[src/common/simd_fp_exc_consts.vh]
/*
 Constants for the SIMD floating-point exception classifier:
 condition bit positions, instruction class codes, register
 offsets and reset values. Assumes inclusion by bare name.
*/
`ifndef SIMD_FP_EXC_CONSTS_VH
`define SIMD_FP_EXC_CONSTS_VH

// Condition bit positions in every six-bit mask.
`define COND_W          6
`define COND_INVALID    0
`define COND_DENORMAL   1
`define COND_DIVZERO    2
`define COND_OVERFLOW   3
`define COND_UNDERFLOW  4
`define COND_PRECISION  5

// Eligibility patterns.
`define MASK_NONE       6'h00
`define MASK_ARITH      6'h3B
`define MASK_INVALID    6'h01
`define MASK_PRECISION  6'h20

// Immediate bit that suppresses precision on rounding.
`define IMM_SUPPRESS_P  3

// Instruction class codes from the decoder.
`define CLS_W                4
`define CLS_OTHER_V3         4'h0
`define CLS_ALT_ADDSUB_PD    4'h1
`define CLS_ALT_ADDSUB_PS    4'h2
`define CLS_HORIZ_ADD_PD     4'h3
`define CLS_HORIZ_ADD_PS     4'h4
`define CLS_HORIZ_SUB_PD     4'h5
`define CLS_HORIZ_SUB_PS     4'h6
`define CLS_ROUND_PD         4'h7
`define CLS_ROUND_PS         4'h8
`define CLS_ROUND_SD         4'h9
`define CLS_ROUND_SS         4'hA
`define CLS_SUPP_INT         4'hB
`define CLS_OTHER_V4         4'hC

// Register byte offsets.
`define REG_CTRL        8'h00
`define REG_STATUS      8'h04
`define REG_IRQ_MASK    8'h08
`define REG_LAST        8'h0C
`define REG_CLASSIFIED  8'h10
`define REG_REPORTED    8'h14
`define REG_HITS_LO     8'h18
`define REG_HITS_HI     8'h1C

// Control fields and reset values.
`define CTRL_ENABLE     0
`define CTRL_CNT_CLR    1
`define CTRL_RESET      1'h1
`define IRQ_MASK_RESET  6'h00

`endif

[src/core/simd_fp_exception_classifier.v]
/*
 SIMD floating-point exception classifier with a Wishbone
 classic register slave, sticky status, interrupt and counters.
 Registers by byte offset: control 0x00, sticky status 0x04
 (write one to clear), interrupt mask 0x08, last result 0x0C,
 classified count 0x10, reported count 0x14, per-condition
 hit counts 0x18 and 0x1C.
 Assumes decoder and datapath inputs are synchronous to clk_i
 and that the datapath presents its detected conditions in the
 same cycle as the decoded class.
*/
// Implementation choices: the Wishbone register port and the placing of the registers.
// How it works
// - Alternating add/sub packed double: I, D, O, U, P eligible; never Z.
// - Alternating add/sub packed single: I, D, O, U, P eligible; never Z.
// - Horizontal add packed double: I, D, O, U, P eligible; never Z.
// - Horizontal add packed single: I, D, O, U, P eligible; never Z.
// - Horizontal subtract packed double: I, D, O, U, P eligible; never Z.
// - Horizontal subtract packed single: I, D, O, U, P eligible; never Z.
// - Other third-extension instructions raise no condition at all.
// - Supplemental integer-only instructions never raise any condition.
// - Round packed double: invalid, precision when imm allows, nothing else.
// - Round packed single: invalid, precision when imm allows, nothing else.
// - Round scalar double: invalid, precision when imm allows, nothing else.
// - Round scalar single: invalid, precision when imm allows, nothing else.
// - Immediate bit 3 clear enables precision; set suppresses it.
// - Other fourth-extension instructions raise no condition.
`timescale 1ns/100ps
`include "simd_fp_exc_consts.vh"

module simd_fp_exception_classifier #(
   parameter CNT_W = 16,
   parameter HIT_W = 8
) (
   // Clock and reset
   input  wire                clk_i,
   input  wire                rst_i,
   // Wishbone classic slave
   input  wire [7:0]          adr_i,
   input  wire [31:0]         dat_i,
   output reg  [31:0]         dat_o,
   input  wire                we_i,
   input  wire [3:0]          sel_i,
   input  wire                cyc_i,
   input  wire                stb_i,
   output reg                 ack_o,
   // Decoder and datapath side
   input  wire                in_valid_i,
   input  wire [`CLS_W-1:0]   class_i,
   input  wire [7:0]          imm_i,
   input  wire [`COND_W-1:0]  detect_i,
   // Status logic side
   output reg                 res_valid_o,
   output reg  [`COND_W-1:0]  elig_o,
   output reg  [`COND_W-1:0]  flags_o,
   // Interrupt
   output wire                irq_o
);

   // Maps a decoded class and its immediate to the eligible set.
   function [`COND_W-1:0] classify;
      input [`CLS_W-1:0] cls;
      input [7:0]        imm;
      begin
         case (cls)
            `CLS_ALT_ADDSUB_PD: begin
               classify = `MASK_ARITH;
            end
            `CLS_ALT_ADDSUB_PS: begin
               classify = `MASK_ARITH;
            end
            `CLS_HORIZ_ADD_PD: begin
               classify = `MASK_ARITH;
            end
            `CLS_HORIZ_ADD_PS: begin
               classify = `MASK_ARITH;
            end
            `CLS_HORIZ_SUB_PD: begin
               classify = `MASK_ARITH;
            end
            `CLS_HORIZ_SUB_PS: begin
               classify = `MASK_ARITH;
            end
            `CLS_ROUND_PD: begin
               classify = round_elig(imm);
            end
            `CLS_ROUND_PS: begin
               classify = round_elig(imm);
            end
            `CLS_ROUND_SD: begin
               classify = round_elig(imm);
            end
            `CLS_ROUND_SS: begin
               classify = round_elig(imm);
            end
            `CLS_OTHER_V3: begin
               classify = `MASK_NONE;
            end
            `CLS_SUPP_INT: begin
               classify = `MASK_NONE;
            end
            `CLS_OTHER_V4: begin
               classify = `MASK_NONE;
            end
            // Undefined codes are held silent rather than trusted.
            default: begin
               classify = `MASK_NONE;
            end
         endcase
      end
   endfunction

   // Rounding may flag invalid, and precision unless the immediate
   // asks for it to be suppressed.
   function [`COND_W-1:0] round_elig;
      input [7:0] imm;
      begin
         if (imm[`IMM_SUPPRESS_P]) begin
            round_elig = `MASK_INVALID;
         end else begin
            round_elig = `MASK_INVALID | `MASK_PRECISION;
         end
      end
   endfunction

   // True for a byte-0 write at the given register offset.
   function wr_at;
      input       wr;
      input [7:0] adr;
      input [7:0] off;
      begin
         wr_at = wr && (adr == off);
      end
   endfunction

   // Bus decode.
   wire       bus_req;
   wire       wr_lo;
   wire       rd_req;
   wire       wr_ctrl;
   wire       wr_status;
   wire       wr_mask;

   // Gating with ack_o keeps a held request from being taken twice.
   assign bus_req   = cyc_i & stb_i & ~ack_o;
   assign wr_lo     = bus_req & we_i & sel_i[0];
   assign rd_req    = bus_req & ~we_i;
   assign wr_ctrl   = wr_at(wr_lo, adr_i, `REG_CTRL);
   assign wr_status = wr_at(wr_lo, adr_i, `REG_STATUS);
   assign wr_mask   = wr_at(wr_lo, adr_i, `REG_IRQ_MASK);

   // Software state.
   reg                 enable_q;
   reg  [`COND_W-1:0]  irq_mask_q;
   reg  [`COND_W-1:0]  status_q;
   reg  [`COND_W-1:0]  status_d;
   reg  [`CLS_W-1:0]   last_cls_q;
   reg  [`COND_W-1:0]  last_flags_q;
   reg  [CNT_W-1:0]    classified_q;
   reg  [CNT_W-1:0]    reported_q;
   wire                cnt_clr;
   wire [`COND_W-1:0]  clr_bits;
   wire [`COND_W-1:0]  elig_d;
   wire [`COND_W-1:0]  flags_d;
   wire [HIT_W*`COND_W-1:0] hits;

   assign cnt_clr  = wr_ctrl && dat_i[`CTRL_CNT_CLR];
   assign clr_bits = wr_status ? dat_i[`COND_W-1:0] : `MASK_NONE;

   assign elig_d  = classify(class_i, imm_i);
   // Disabled reporting still tracks elig_o and the classified count.
   // gate detected conditions
   assign flags_d = enable_q ? (elig_d & detect_i) : `MASK_NONE;

   // Result stage: one cycle after the decoded instruction.
   always @(posedge clk_i) begin
      if (rst_i) begin
         res_valid_o <= 1'b0;
         elig_o      <= `MASK_NONE;
         flags_o     <= `MASK_NONE;
         last_cls_q  <= `CLS_OTHER_V3;
         last_flags_q <= `MASK_NONE;
      end else begin
         res_valid_o <= in_valid_i;
         if (in_valid_i) begin
            elig_o     <= elig_d;
            flags_o    <= flags_d;
            last_cls_q <= class_i;
            // The readable copy survives the idle cycles that clear flags_o.
            last_flags_q <= flags_d;
         end else begin
            flags_o    <= `MASK_NONE;
         end
      end
   end

   // Sticky status: a new event wins over a clear in the same cycle.
   always @* begin
      status_d = status_q & ~clr_bits;
      if (res_valid_o) begin
         status_d = status_d | flags_o;
      end
   end

   always @(posedge clk_i) begin
      if (rst_i) begin
         status_q <= `MASK_NONE;
      end else begin
         status_q <= status_d;
      end
   end

   assign irq_o = |(status_q & irq_mask_q);

   // Control and mask registers.
   always @(posedge clk_i) begin
      if (rst_i) begin
         enable_q   <= `CTRL_RESET;
         irq_mask_q <= `IRQ_MASK_RESET;
      end else begin
         if (wr_ctrl) begin
            enable_q <= dat_i[`CTRL_ENABLE];
         end
         if (wr_mask) begin
            irq_mask_q <= dat_i[`COND_W-1:0];
         end
      end
   end

   // Instruction counters; they wrap, software reads differences.
   always @(posedge clk_i) begin
      if (rst_i || cnt_clr) begin
         classified_q <= {CNT_W{1'b0}};
         reported_q   <= {CNT_W{1'b0}};
      end else if (res_valid_o) begin
         classified_q <= classified_q + {{(CNT_W-1){1'b0}}, 1'b1};
         if (|flags_o) begin
            reported_q <= reported_q + {{(CNT_W-1){1'b0}}, 1'b1};
         end
      end
   end

   // Per-condition hit counters, saturating so a busy condition
   // cannot wrap back to look quiet.
   genvar g;
   generate
      for (g = 0; g < `COND_W; g = g + 1) begin : hit_cnt
         reg [HIT_W-1:0] cnt_q;
         always @(posedge clk_i) begin
            if (rst_i || cnt_clr) begin
               cnt_q <= {HIT_W{1'b0}};
            end else if (res_valid_o && flags_o[g] && !(&cnt_q)) begin
               cnt_q <= cnt_q + {{(HIT_W-1){1'b0}}, 1'b1};
            end
         end
         assign hits[g*HIT_W +: HIT_W] = cnt_q;
      end
   endgenerate

   // Read mux; unmapped offsets answer with zero.
   reg [31:0] rd_d;
   always @* begin
      rd_d = 32'h00000000;
      case (adr_i)
         `REG_CTRL:       rd_d[`CTRL_ENABLE] = enable_q;
         `REG_STATUS:     rd_d[`COND_W-1:0] = status_q;
         `REG_IRQ_MASK:   rd_d[`COND_W-1:0] = irq_mask_q;
         `REG_LAST: begin
            rd_d[5:0]   = elig_o;
            rd_d[13:8]  = last_flags_q;
            rd_d[19:16] = last_cls_q;
         end
         `REG_CLASSIFIED: rd_d[CNT_W-1:0] = classified_q;
         `REG_REPORTED:   rd_d[CNT_W-1:0] = reported_q;
         `REG_HITS_LO:    rd_d[4*HIT_W-1:0] = hits[4*HIT_W-1:0];
         `REG_HITS_HI:    rd_d[2*HIT_W-1:0] = hits[6*HIT_W-1:4*HIT_W];
         default:         rd_d = 32'h00000000;
      endcase
   end

   // Every access is answered one cycle after it is seen.
   always @(posedge clk_i) begin
      if (rst_i) begin
         ack_o <= 1'b0;
         dat_o <= 32'h00000000;
      end else begin
         ack_o <= bus_req;
         if (rd_req) begin
            dat_o <= rd_d;
         end
      end
   end

endmodule

[config.mk]
export PLATFORM = sky130hd
export DESIGN_NAME = simd_fp_exception_classifier
export DESIGN_NICKNAME = d
export VERILOG_FILES = /design/src/core/simd_fp_exception_classifier.v
export VERILOG_INCLUDE_DIRS = /design/src /design/src/common
export SDC_FILE = /design/constraint.sdc
export NUM_CORES = 1
export LEC_CHECK = 0
export BUFFER_PORTS_ARGS = -buffer_cell sky130_fd_sc_hd__clkbuf_2
export CAP_MARGIN = 20
export CORE_ASPECT_RATIO = 2
export CORE_MARGIN = 8
export CORE_UTILIZATION = 40
export CTS_CLUSTER_DIAMETER = 200
export DETAILED_ROUTE_END_ITERATION = 10
export GPL_ROUTABILITY_DRIVEN = 1
export PLACE_DENSITY = 0.65
export SLEW_MARGIN = 20
export SYNTH_ARGS = -nofsm -noshare
export SYNTH_HDL_FRONTEND = slang
export SYNTH_SLANG_ARGS = --single-unit
[constraint.sdc]
create_clock -name clk_i -period 2.43 [get_ports clk_i]
set_clock_uncertainty 0.2 [all_clocks]
set_input_delay 0.243 -clock clk_i [delete_from_list [all_inputs] [get_ports clk_i]]
set_output_delay 0.243 -clock clk_i [all_outputs]
set_load 0.005 [all_outputs]
# Word level (Yosys, flattened, before mapping)
# Index checks and enable logic that the tools add are counted.
dict set report totals {
  ff_bits 149
  latchBits 0
  ram_bits 0
  rom_bits 0
  in_bits 68
  output_inout_bits 47
  wordCells 104
  n_memories 0
}
dict set report classes {
  addsub 8
  mul 0
  div_mod_pow 0
  order_cmp 0
  eq_ne 17
  n_shift 0
  muxes 12
  bitwise 13
  reduce_logical 36
}
# cell count
set ops {}
lappend ops {{8-bit by 1-bit adder with 8-bit output (second input constant)} 6}
lappend ops {{8-bit AND reduction} 6}
lappend ops {{5-bit case mux with 7 select lines} 1}
lappend ops {{16-bit by 1-bit adder with 16-bit output (second input constant)} 2}
lappend ops {{8-bit by 5-bit equality test with 1-bit output (second input constant)} 4}
lappend ops {{6-bit case mux with 5 select lines} 1}
lappend ops {{6-bit 2-to-1 mux} 4}
lappend ops {{6-bit bitwise AND} 3}
lappend ops {{6-bit OR reduction} 3}
lappend ops {{4-bit by 3-bit equality test with 1-bit output (second input constant)} 4}
lappend ops {{8-bit by 4-bit equality test with 1-bit output (second input constant)} 2}
lappend ops {{1-bit logical AND} 16}
lappend ops {{2-bit case mux with 4 select lines} 2}
lappend ops {{4-bit equality test (second input constant)} 3}
lappend ops {{12-bit 2-to-1 mux} 1}
lappend ops {{6-bit case mux with 2 select lines} 1}
lappend ops {{4-bit by 2-bit equality test with 1-bit output (second input constant)} 2}
lappend ops {{8-bit by 3-bit equality test with 1-bit output (second input constant)} 1}
lappend ops {{8-bit logical NOT} 1}
lappend ops {{1-bit case mux with 8 select lines} 1}
lappend ops {{4-bit case mux with 2 select lines} 1}
lappend ops {{1-bit logical NOT} 6}
lappend ops {{6-bit NOT} 1}
lappend ops {{6-bit OR} 1}
lappend ops {{other kinds (7)} 13}

# Longest topological paths before layout
# Gate-level depths: netlist (run 1).
dict set report logic_depth {
  ltp_word 10
  ltp_mapped 7
  ltp_nobuf 5
}

# Worst setup path after synthesis (run 1)
# OpenSTA, ideal clock, no wires.
dict set report synth_timing {
  kind {input to register}
  from {in adr_i[4]}
  to {reg status_q[0]}
  setup_time_ps 135
  arrival_ps 1629
  t_required_ps 2095
  path_slack_ps 466
  path_stages 5
  path_buffers 1
  path_cell_list {buf_2 -> or4_4 -> or2_1 -> nor3b_2 -> a311oi_1}
}
dict set report synth_between {
  elab_chain_len 7
}
# element line
set synth_lines {}
lappend synth_lines {{start, declared} simd_fp_exception_classifier.v:39} ;# input wire [7:0] adr_i,
lappend synth_lines {{8-bit by 3-bit equality test with 1-bit output (*)} simd_fp_exception_classifier.v:132} ;# wr_at = wr && (adr == off);
lappend synth_lines {{1-bit logical AND (*)} simd_fp_exception_classifier.v:132}
lappend synth_lines {{6-bit 2-to-1 mux (no source line) (*)} n/a}
lappend synth_lines {{6-bit NOT (*)} simd_fp_exception_classifier.v:199} ;# status_d = status_q & ~clr_bits;
lappend synth_lines {{6-bit bitwise AND (*)} simd_fp_exception_classifier.v:199}
lappend synth_lines {{6-bit OR} simd_fp_exception_classifier.v:201} ;# status_d = status_d | flags_o;
lappend synth_lines {{6-bit 2-to-1 mux (*)} simd_fp_exception_classifier.v:200} ;# if (res_valid_o) begin
lappend synth_lines {{end signal, assigned} simd_fp_exception_classifier.v:207} ;# status_q <= `MASK_NONE;
lappend synth_lines {{end signal, assigned} simd_fp_exception_classifier.v:209} ;# status_q <= status_d;
lappend synth_lines {{end, declared} simd_fp_exception_classifier.v:155} ;# reg [`COND_W-1:0] status_q;
# Every way passes the cells marked *; elsewhere a longest branch is shown, timed or not.
# A chain may end at the register's enable or synchronous reset.

# Worst setup path after layout (run 1)
dict set report layout_timing {
  from {reg flags_o[3]}
  to {reg reported_q[12]}
}
dict set report layout_between {
  elab_chain_len 2
}
# element line
set layout_lines {}
lappend layout_lines {{start, declared} simd_fp_exception_classifier.v:55} ;# output reg [`COND_W-1:0] flags_o,
lappend layout_lines {{start signal, assigned} simd_fp_exception_classifier.v:180} ;# flags_o <= `MASK_NONE;
lappend layout_lines {{start signal, assigned} simd_fp_exception_classifier.v:187} ;# flags_o <= flags_d;
lappend layout_lines {{start signal, assigned} simd_fp_exception_classifier.v:192} ;# flags_o <= `MASK_NONE;
lappend layout_lines {{6-bit OR reduction} simd_fp_exception_classifier.v:237} ;# if (|flags_o) begin
lappend layout_lines {{2-bit AND reduction (no source line)} n/a}
lappend layout_lines {{end signal, assigned} simd_fp_exception_classifier.v:234} ;# reported_q <= {CNT_W{1'b0}};
lappend layout_lines {{end signal, assigned} simd_fp_exception_classifier.v:238} ;# reported_q <= reported_q + {{(CNT_W-1){1'b0}}, 1'b1};
lappend layout_lines {{end, declared} simd_fp_exception_classifier.v:160} ;# reg [CNT_W-1:0] reported_q;
# No other way between the ends.

==> results of run 1 <==
==> worst reg2reg max path, stage by stage, from the launching register on <==
cell     delay (ps)
dfxtp_1         390
or4_1           720
o21ai_1         450
or4_1           180
a21oi_1          60
==> logic make-up after synthesis <==
| kind of cell | count (synthesis) | share of synthesized area |
|---|---|---|
| other cells | 1 | 0.000591 |
| mux | 44 | 0.0871 |
| compound gates | 146 | 0.156 |
| xor+xnor | 37 | 0.0510 |
| flops | 132 | 0.416 |
| fa+ha+maj | 7 | 0.0138 |
| buf+inv | 57 | 0.0439 |
| simple gates | 279 | 0.232 |
==> metrics by stage <==
step	cells	worst slack [ps]	utilization	area, um^2
3_5_place_dp	957	269	0.443	6960
5_1_grt	1003	205	0.488	7650
3_3_place_gp	957	271	0.443	6960
2_1_floorplan	708	466	-	6370
6_report	1003	312	0.488	7650
4_1_cts	1002	278	0.488	7650
==> report_power, final <==
group / total, mW / switching (mW) / internal, mW
registers: 2.21 / 0.0251 / 2.19
clock network: 2.38 / 0.937 / 1.44
logic: 0.290 / 0.171 / 0.119
total: 4.88 / 1.13 / 3.75
==> cell usage in the layout, fill, tap and decap left out, types with 8 or more instances in the layout <==
master	count
dlygate4sd3_1	15
a211oi_1	8
mux2i_1	35
xor2_1	24
a21oi_1	35
clkbuf_16	17
buf_4	19
nor2_1	88
inv_1	12
o21ai_0	17
a22oi_1	20
clkbuf_2	71
nand4_1	12
o31ai_1	9
nor3_1	16
dfxtp_1	132
or4_1	11
or3_1	10
and4_1	8
nand2_1	46
mux4_2	9
xnor2_1	13
nand3_1	33
and2_1	8
and3_1	13
==> how the worst min path moves through the flow <==
stage	from	end	slack, ps	depth (start not counted)
floorplan	dat_i[2]	status_q[2]	130	1
global placement	dat_i[2]	status_q[2]	240	2
detailed placement	dat_o[18]	dat_o[18]	240	2
CTS	imm_i[3]	elig_o[5]	10	4
global route	imm_i[3]	elig_o[5]	40	4
finish	imm_i[3]	elig_o[5]	30	4
==> layer usage <==
layer	global-route usage	part of all wire	vias up
li1	-	-	2764
met1	0.178	0.36	2722
met2	0.340	0.54	161
met3	0.0486	0.055	41
met4	0.117	0.045	0
met5	0	0	-
==> cell type report <==
cell class / count / area (um^2) / share of cell area
repair buffers: 108 / 708 / 0.0925
clock buffers: 21 / 460 / 0.0602
flip-flops and latches: 132 / 2640 / 0.345
well taps: 201 / 251 / 0.0329
clock inverters: 9 / 81.3 / 0.0106
diodes: 1 / 2.50 / 0.000327
multi-input cells: 519 / 3460 / 0.452
inverters: 12 / 45.0 / 0.00588
==> state kept, by name (all words and copies together) (netlist names), 3 cells and up <==
| name | flops |
|---|---|
| flags_o | 5 |
| hit_cnt.cnt_q | 40 |
| last_cls_q | 4 |
| status_q | 6 |
| classified_q | 16 |
| reported_q | 16 |
| dat_o | 28 |
| irq_mask_q | 6 |
| last_flags_q | 5 |
| elig_o | 3 |
==> impl_metrics.json, run 1 <==
{
  "h-tree-depth": 4,
  "worstReg2RegStart": "flags_o[3]",
  "synth_warnings": 0,
  "finalPower_mw": 4.88,
  "cts_setup_buffers": 0,
  "synthTopCellsByCount": "dfxtp_1, nor2_1, nand2_1, a21oi_1, mux2i_1",
  "core_um2": 15700,
  "fin_nets": 865,
  "fillers": 1496,
  "fmax_mhz": 472,
  "die_area_um2": 20400,
  "cts-resized-gates": 0,
  "critPathCaptureType": "flop",
  "required_ps": 2530,
  "finalSetupViolations": 0,
  "clock_sinks": 132,
  "place_hpwl_mm": 14.0,
  "postSynthAreaPerCell_um2": 9.03,
  "drv_slew": 0,
  "num_vias": 5688,
  "routed_via_density": 5.67,
  "ant_nets": 0,
  "cp_max_fo": 8,
  "die-height_um": 194,
  "fp-row-count": 65,
  "cp.depth": 4,
  "finalCritPeriodShare": 0.872,
  "drt_iter0_markers": 320,
  "cp_cell_sequence": "or4_1 > o21ai_1 > or4_1 > a21oi_1",
  "area_growth_pct": 20.6,
  "grt_usage": 0.186,
  "rsz0062_at_grt": "no",
  "portBuffers": 71,
  "wl_mm": 18.6,
  "r2r_slack_ps": 310,
  "synth_top_area_frac": 0.416,
  "grt_max_degree": 38,
  "crit_type": "flop to flop",
  "drt-pass1-iter-count": 4,
  "cts_root_buf": "clkbuf_16",
  "antenna_found_initial": 1,
  "synth_cell_types": 68,
  "power_density_nw_per_um2": 638,
  "crit_path_top_delay_cell": "or4_1",
  "endpoint": "reported_q[12]",
  "cts.clk_slew.worst_paths_ps": 60,
  "status": "complete, no violations",
  "hold_class": "input pin to flop",
  "cp_top_family": "simple AND/OR/NAND/NOR gates",
  "synth_edf_count": 0,
  "critPathMaxStageDelay_ps": 720,
  "grt_overflow": 0,
  "path_buf_inv": 0,
  "ys_ff_latch": 132,
  "io_pins": 115,
  "clk_latency_ps": 420,
  "drv_cap": 0,
  "syn_area_um2": 6350,
  "hold_viol": 0,
  "yosysMostFrequentCell": "dfxtp_1",
  "crit_arrival_ps": 2220,
  "grt_pass1_wl_mm": 30.1,
  "yosys.area.top_type": "dfxtp_1",
  "cts_hold_buf": 15,
  "layout-drive-gt1-share": 0.177,
  "grt_pass1_vias": 5783,
  "post-route-drc-count": 0,
  "seq_area_frac_synth": 0.416,
  "max-vdd-ir-drop_v": 0.000310,
  "synthTopCellsByArea": "dfxtp_1, mux2i_1, nor2_1",
  "maxSlewHeadroom": 0.519,
  "cts_tree": "done",
  "place_congestion": 0.888,
  "min_period_ps": 2120,
  "synth_cells": 703,
  "start_util": 0.405,
  "cp-startpoint": "flags_o[3]",
  "async_flop_share": 0,
  "fin_tns_setup_ps": 0,
  "cts_buffer_depth": 2,
  "reg2reg_to": "reported_q[12]",
  "hold_ws_ps": 27.1,
  "die_w_um": 105,
  "routedWlPerCell_um": 18.5,
  "synthFlopType": "dfxtp_1",
  "total_leakage_power_nw": 2.86,
  "cts_buffers": 17,
  "cp_common_cell": "or4_1",
  "worst-r2r-cell-count": 4,
  "cp-start-kind": "flop",
  "tightest_slew_ps": 711
}
Power figures use the tool's default switching activity.
==> run 2, diff against run 1 <==
- CORE_UTILIZATION: 40 -> 30
- PLACE_DENSITY: 0.65 -> 0.52
==> run 2 against run 1 <==
Compared with the run above:
- total power increased by 7.8%
- via count decreased by 2.2%
- sequential power about the same
- first-iteration DRC count increased by 4.7%
- fmax decreased by 3.8%
- sequential cell count unchanged
- critical path depth unchanged
- largest cell class unchanged
- cell count increased by 7.9%
- setup slack got worse by 84 ps
- critical endpoint is now reported_q[13]
- hold slack improved by 21 ps
- non-clock buffer count increased by 10
- combinational power increased by 4%
==> impl_metrics.json, run 2 (same netlist as run 1, synthesis figures left out) <==
{
  "wl_mm": 19.8,
  "fp-row-count": 75,
  "post-route-drc-count": 0,
  "fin_util": 0.377,
  "routedWlPerCell_um": 18.3,
  "dpl.cell_count": 1034,
  "crit_type": "flop to flop",
  "cts_buffer_depth": 2,
  "regMostFlops": "hit_cnt.cnt_q",
  "clock_sinks": 132,
  "critPathMaxStageDelay_ps": 580,
  "io_pins": 115,
  "cts_tree": "done",
  "portBuffers": 71,
  "hold_viol": 0,
  "die-height_um": 222,
  "final_common_cell": "dfxtp_1",
  "drt-pass1-iter-count": 7,
  "cp_max_fo": 9,
  "start_util": 0.303,
  "max-vdd-ir-drop_v": 0.000439,
  "min_period_ps": 2200,
  "cp_cell_sequence": "or4_1 > o211ai_2 > or4_1 > a21oi_1",
  "h-tree-depth": 4,
  "cts_buffers": 17,
  "antenna_found_initial": 0,
  "cp-start-kind": "flop",
  "required_ps": 2600,
  "cts_root_buf": "clkbuf_16",
  "cts.clk_slew.worst_paths_ps": 60,
  "cts-resized-gates": 0,
  "largestRegisters": "hit_cnt.cnt_q x40, dat_o x28",
  "grt_pass1_wl_mm": 31.3,
  "hold_path_depth": 3,
  "drt_iter0_markers": 335,
  "fin_tns_setup_ps": 0,
  "cp_common_cell": "or4_1",
  "finalSetupViolations": 0,
  "largest_reg_flops": 40,
  "final_cell_mix": "dfxtp_1, nor2_1, clkbuf_2, nand2_1",
  "power.share.sequential": 0.420,
  "fin_nets": 875,
  "drv_cap": 0,
  "area_growth_pct": 24.3,
  "fmax_mhz": 454,
  "switching_power_mw": 1.17,
  "hold_ws_ps": 47.7,
  "grt_pass1_vias": 5639,
  "finalPower_mw": 5.26,
  "critPathCaptureType": "flop",
  "core_um2": 20900,
  "die_area_um2": 26400,
  "grt_overflow": 0,
  "crit_path_top_delay_cell": "dfxtp_1",
  "internal-power_mw": 4.09,
  "die_w_um": 119,
  "finalCritPeriodShare": 0.906,
  "cts_setup_buffers": 0,
  "rsz0062_at_grt": "no",
  "fillers": 2082,
  "grt_max_degree": 34,
  "cts_hold_buf": 16,
  "fin_cells": 1082,
  "drv_slew": 0,
  "status": "complete, no violations",
  "power_frac_clock": 0.522,
  "p_sw_frac": 0.223,
  "place_congestion": 0.840,
  "worst-r2r-cell-count": 4,
  "layout-drive-gt1-share": 0.188,
  "grt_usage": 0.153,
  "hold_class": "input pin to flop",
  "num_antenna_cells": 0,
  "crit_arrival_ps": 2370,
  "power_density_nw_per_um2": 667,
  "p_comb_frac": 0.057,
  "ant_nets": 0,
  "routed_via_density": 5.14,
  "maxSlewHeadroom": 0.489,
  "tightest_slew_ps": 747,
  "place_hpwl_mm": 15.4,
  "num_vias": 5564,
  "clk_latency_ps": 430,
  "total_leakage_power_nw": 2.96
}
## run 2: worst max-delay path, delay by kind of cell, from the launching register on
| kind | cells | cell delay [ps] |
|---|---|---|
| simple gates | 2 | 980 |
| flops | 1 | 580 |
| compound gates | 2 | 380 |
## run 2: path summary, 6_finish.rpt
| path | end | start | slack, ps |
|---|---|---|---|
| max | reported_q[13] | flags_o[4] | 230 |
| min | last_cls_q[2] | in_valid_i | 50 |
| max reg2reg | reported_q[13] | flags_o[4] | 230 |
| min reg2reg | dat_o[0] | dat_o[0] | 250 |
## run 2: power by group through the flow
stage | sequential [mW] | clock (mW) | combinational [mW]
after floorplan | 2.25 | 0 | 0.167
after global placement | 2.26 | 0 | 0.283
after detailed placement | 2.26 | 0 | 0.283
after CTS | 2.21 | 2.80 | 0.304
after global routing | 2.22 | 2.89 | 0.328
final | 2.21 | 2.75 | 0.301
## run 2: cell type report
cell class / instances / area [um^2] / share of cell area
timing repair buffer: 118 / 773 / 0.0980
inverter: 12 / 45.0 / 0.00571
clock inverter: 7 / 118 / 0.0149
multi-input combinational: 519 / 3460 / 0.439
tap: 269 / 337 / 0.0426
sequential: 132 / 2640 / 0.335
clock buffer: 25 / 515 / 0.0653
## run 2: routing by layer
metal / global-route usage / up-vias / share of wire
li1: - / 2789 / -
met1: 0.149 / 2586 / 0.37
met2: 0.284 / 150 / 0.54
met3: 0.0355 / 39 / 0.045
met4: 0.0924 / 0 / 0.043
met5: 0 / - / 0
## run 2: stage by stage
step / setup slack [ps] / cell area [um^2]
floorplan: 466 / 6370
global placement: 54.4 / 7100
detailed placement: 68.9 / 7100
CTS: 201 / 7890
global route: 99.3 / 7890
finish: 228 / 7890
==> run 3, diff against run 2 <==
- CORE_UTILIZATION: 30 -> 56
- GPL_ROUTABILITY_DRIVEN: 1 -> 0
- PLACE_DENSITY: 0.52 -> 0.84
==> run 3 against run 2 <==
Compared with the run above:
- sequential share of layout area rose by 1.3 points
- sequential power barely moved
- total power fell by 5.9%
- cell area fell by 3.7%
- critical path depth did not move
- combinational power barely moved
- register-to-register slack got worse by 30 ps
- wire length fell by 1.6%
- clock power fell by 11%
- utilization rose by 30 points
- setup slack got worse by 30 ps
- count of clock-buffer cells in the layout fell by 8
- largest power group unchanged
==> impl_metrics.json, run 3 (same netlist as run 1, synthesis figures left out) <==
{
  "finalCritPeriodShare": 0.918,
  "cts.clk_slew.worst_paths_ps": 60,
  "post-route-drc-count": 0,
  "finalSetupViolations": 0,
  "cp_top_family": "simple AND/OR/NAND/NOR gates",
  "grt_pass1_wl_mm": 31.9,
  "fillers": 786,
  "register_area_um2": 2640,
  "crit_path_top_delay_cell": "or4_1",
  "fp-row-count": 55,
  "grt_overflow": 0,
  "antenna_found_initial": 0,
  "largest_reg_flops": 40,
  "drv_cap": 0,
  "cp_common_cell": "or4_1",
  "maxUsedRoutingLayer": "met4",
  "min_period_ps": 2230,
  "start_util": 0.566,
  "wl_met2_mm": 10.4,
  "critPathCaptureType": "flop",
  "cp_max_fo": 8,
  "num_antenna_cells": 0,
  "total_leakage_power_nw": 2.87,
  "tightest_slew_ps": 686,
  "power_density_nw_per_um2": 651,
  "cts_root_buf": "clkbuf_16",
  "fin_tns_setup_ps": 0,
  "finalPower_mw": 4.95,
  "grt_usage": 0.261,
  "power_frac_clock": 0.493,
  "area_growth_pct": 19.8,
  "cts_buffer_depth": 2,
  "multiInputGateArea_um2": 3460,
  "max-vdd-ir-drop_v": 0.000566,
  "p_comb_frac": 0.061,
  "maxSlewHeadroom": 0.535,
  "cp-start-kind": "flop",
  "rsz0062_at_grt": "no",
  "num_vias": 6138,
  "crit_type": "flop to flop",
  "routedWlPerCell_um": 20.6,
  "cts-resized-gates": 0,
  "core_um2": 11200,
  "status": "complete, no violations",
  "grt_pass1_vias": 6420,
  "portBuffers": 71,
  "internal-power_mw": 3.72,
  "fin_nets": 866,
  "hold_class": "input pin to flop",
  "drt_iter0_markers": 434,
  "required_ps": 2530,
  "hold_viol": 0,
  "largestRegisters": "hit_cnt.cnt_q x40, dat_o x28",
  "io_pins": 115,
  "regMostFlops": "hit_cnt.cnt_q",
  "die-height_um": 167,
  "met1_length_mm": 6.58,
  "clk_latency_ps": 420,
  "clock_sinks": 132,
  "crit_arrival_ps": 2340,
  "grt_max_degree": 41,
  "critPathMaxStageDelay_ps": 750,
  "path_buf_inv": 0,
  "die_area_um2": 15200,
  "wl_mm": 19.5,
  "p_sw_frac": 0.249,
  "die_w_um": 91.3,
  "cts_tree": "done",
  "power.share.sequential": 0.447,
  "fmax_mhz": 448,
  "h-tree-depth": 4,
  "final_common_cell": "dfxtp_1",
  "cp_cell_sequence": "or4_1 > o21ai_1 > or4_1 > a21oi_1",
  "cts_buffers": 17,
  "routed_via_density": 6.49,
  "r2r_slack_ps": 200,
  "place_hpwl_mm": 13.6,
  "layout-drive-gt1-share": 0.182,
  "drt-pass1-iter-count": 5,
  "ant_nets": 0,
  "switching_power_mw": 1.23,
  "drv_slew": 0,
  "final_cell_mix": "dfxtp_1, nor2_1, clkbuf_2, nand2_1",
  "route.met3.wl_mm": 1.25
}
-- run 3: cell count changes in the layout (fill, tap and decap cells not counted), sizes merged --
cell / previous run / this run
clkinv: 4 / 7
clkbuf: 96 / 88
buf: 31 / 22
clkinvlp: 0 / 4
inv: 12 / 15
bufinv: 3 / 1
-- run 3: worst reg2reg max path, delay by kind of cell, from the launching register on --
kind,cells,cell delay [ps]
AOI/OAI and AO/OA,2,560
and+or+nand+nor,2,940
DFF,1,410
-- run 3: final timing paths --
kind | start | to | depth (start not counted)
worst min-delay path | cyc_i | ack_o | 4
worst min register to register | dat_o[0] | dat_o[0] | 2
worst max register to register | flags_o[3] | reported_q[12] | 4
worst max-delay path | flags_o[3] | reported_q[12] | 4
-- run 3: timing repair --
action                     CTS  global route
setup endpoints to repair    0             0
buffers inserted             0             0
hold buffers                16             0
hold endpoints to repair    28             0
-- run 3: power groups by stage --
stage               Clock (mW)  Combinational [mW]  Sequential, mW
global route              2.54               0.322            2.21
floorplan                    0               0.167            2.25
detailed placement           0               0.270            2.26
CTS                       2.43               0.292            2.21
finish                    2.44               0.301            2.21
global placement             0               0.261            2.26
-- run 3: through the flow --
stage	cells	hold WS [ps]	worst slack [ps]	util	area, um^2
after detailed placement	898	254	242	0.614	6890
after floorplan	708	131	466	-	6370
after global routing	946	81.3	72.2	0.678	7600
after CTS	946	55.4	226	0.678	7600
after global placement	898	239	300	0.614	6890
final	946	58.2	199	0.678	7600
-- run 3: layout make-up --
class                      instances  area share
tap                              142      0.0234
sequential                       132       0.347
clock buffer                      17      0.0559
multi-input combinational        519       0.455
timing repair buffer             109      0.0944
clock inverter                    15      0.0174
inverter                          12     0.00592
-- run 3: metal layers --
| metal | vias up | GRT usage |
|---|---|---|
| li1 | 2763 | - |
| met1 | 2963 | 0.245 |
| met2 | 305 | 0.468 |
| met3 | 107 | 0.0635 |
| met4 | 0 | 0.200 |
| met5 | - | 0 |
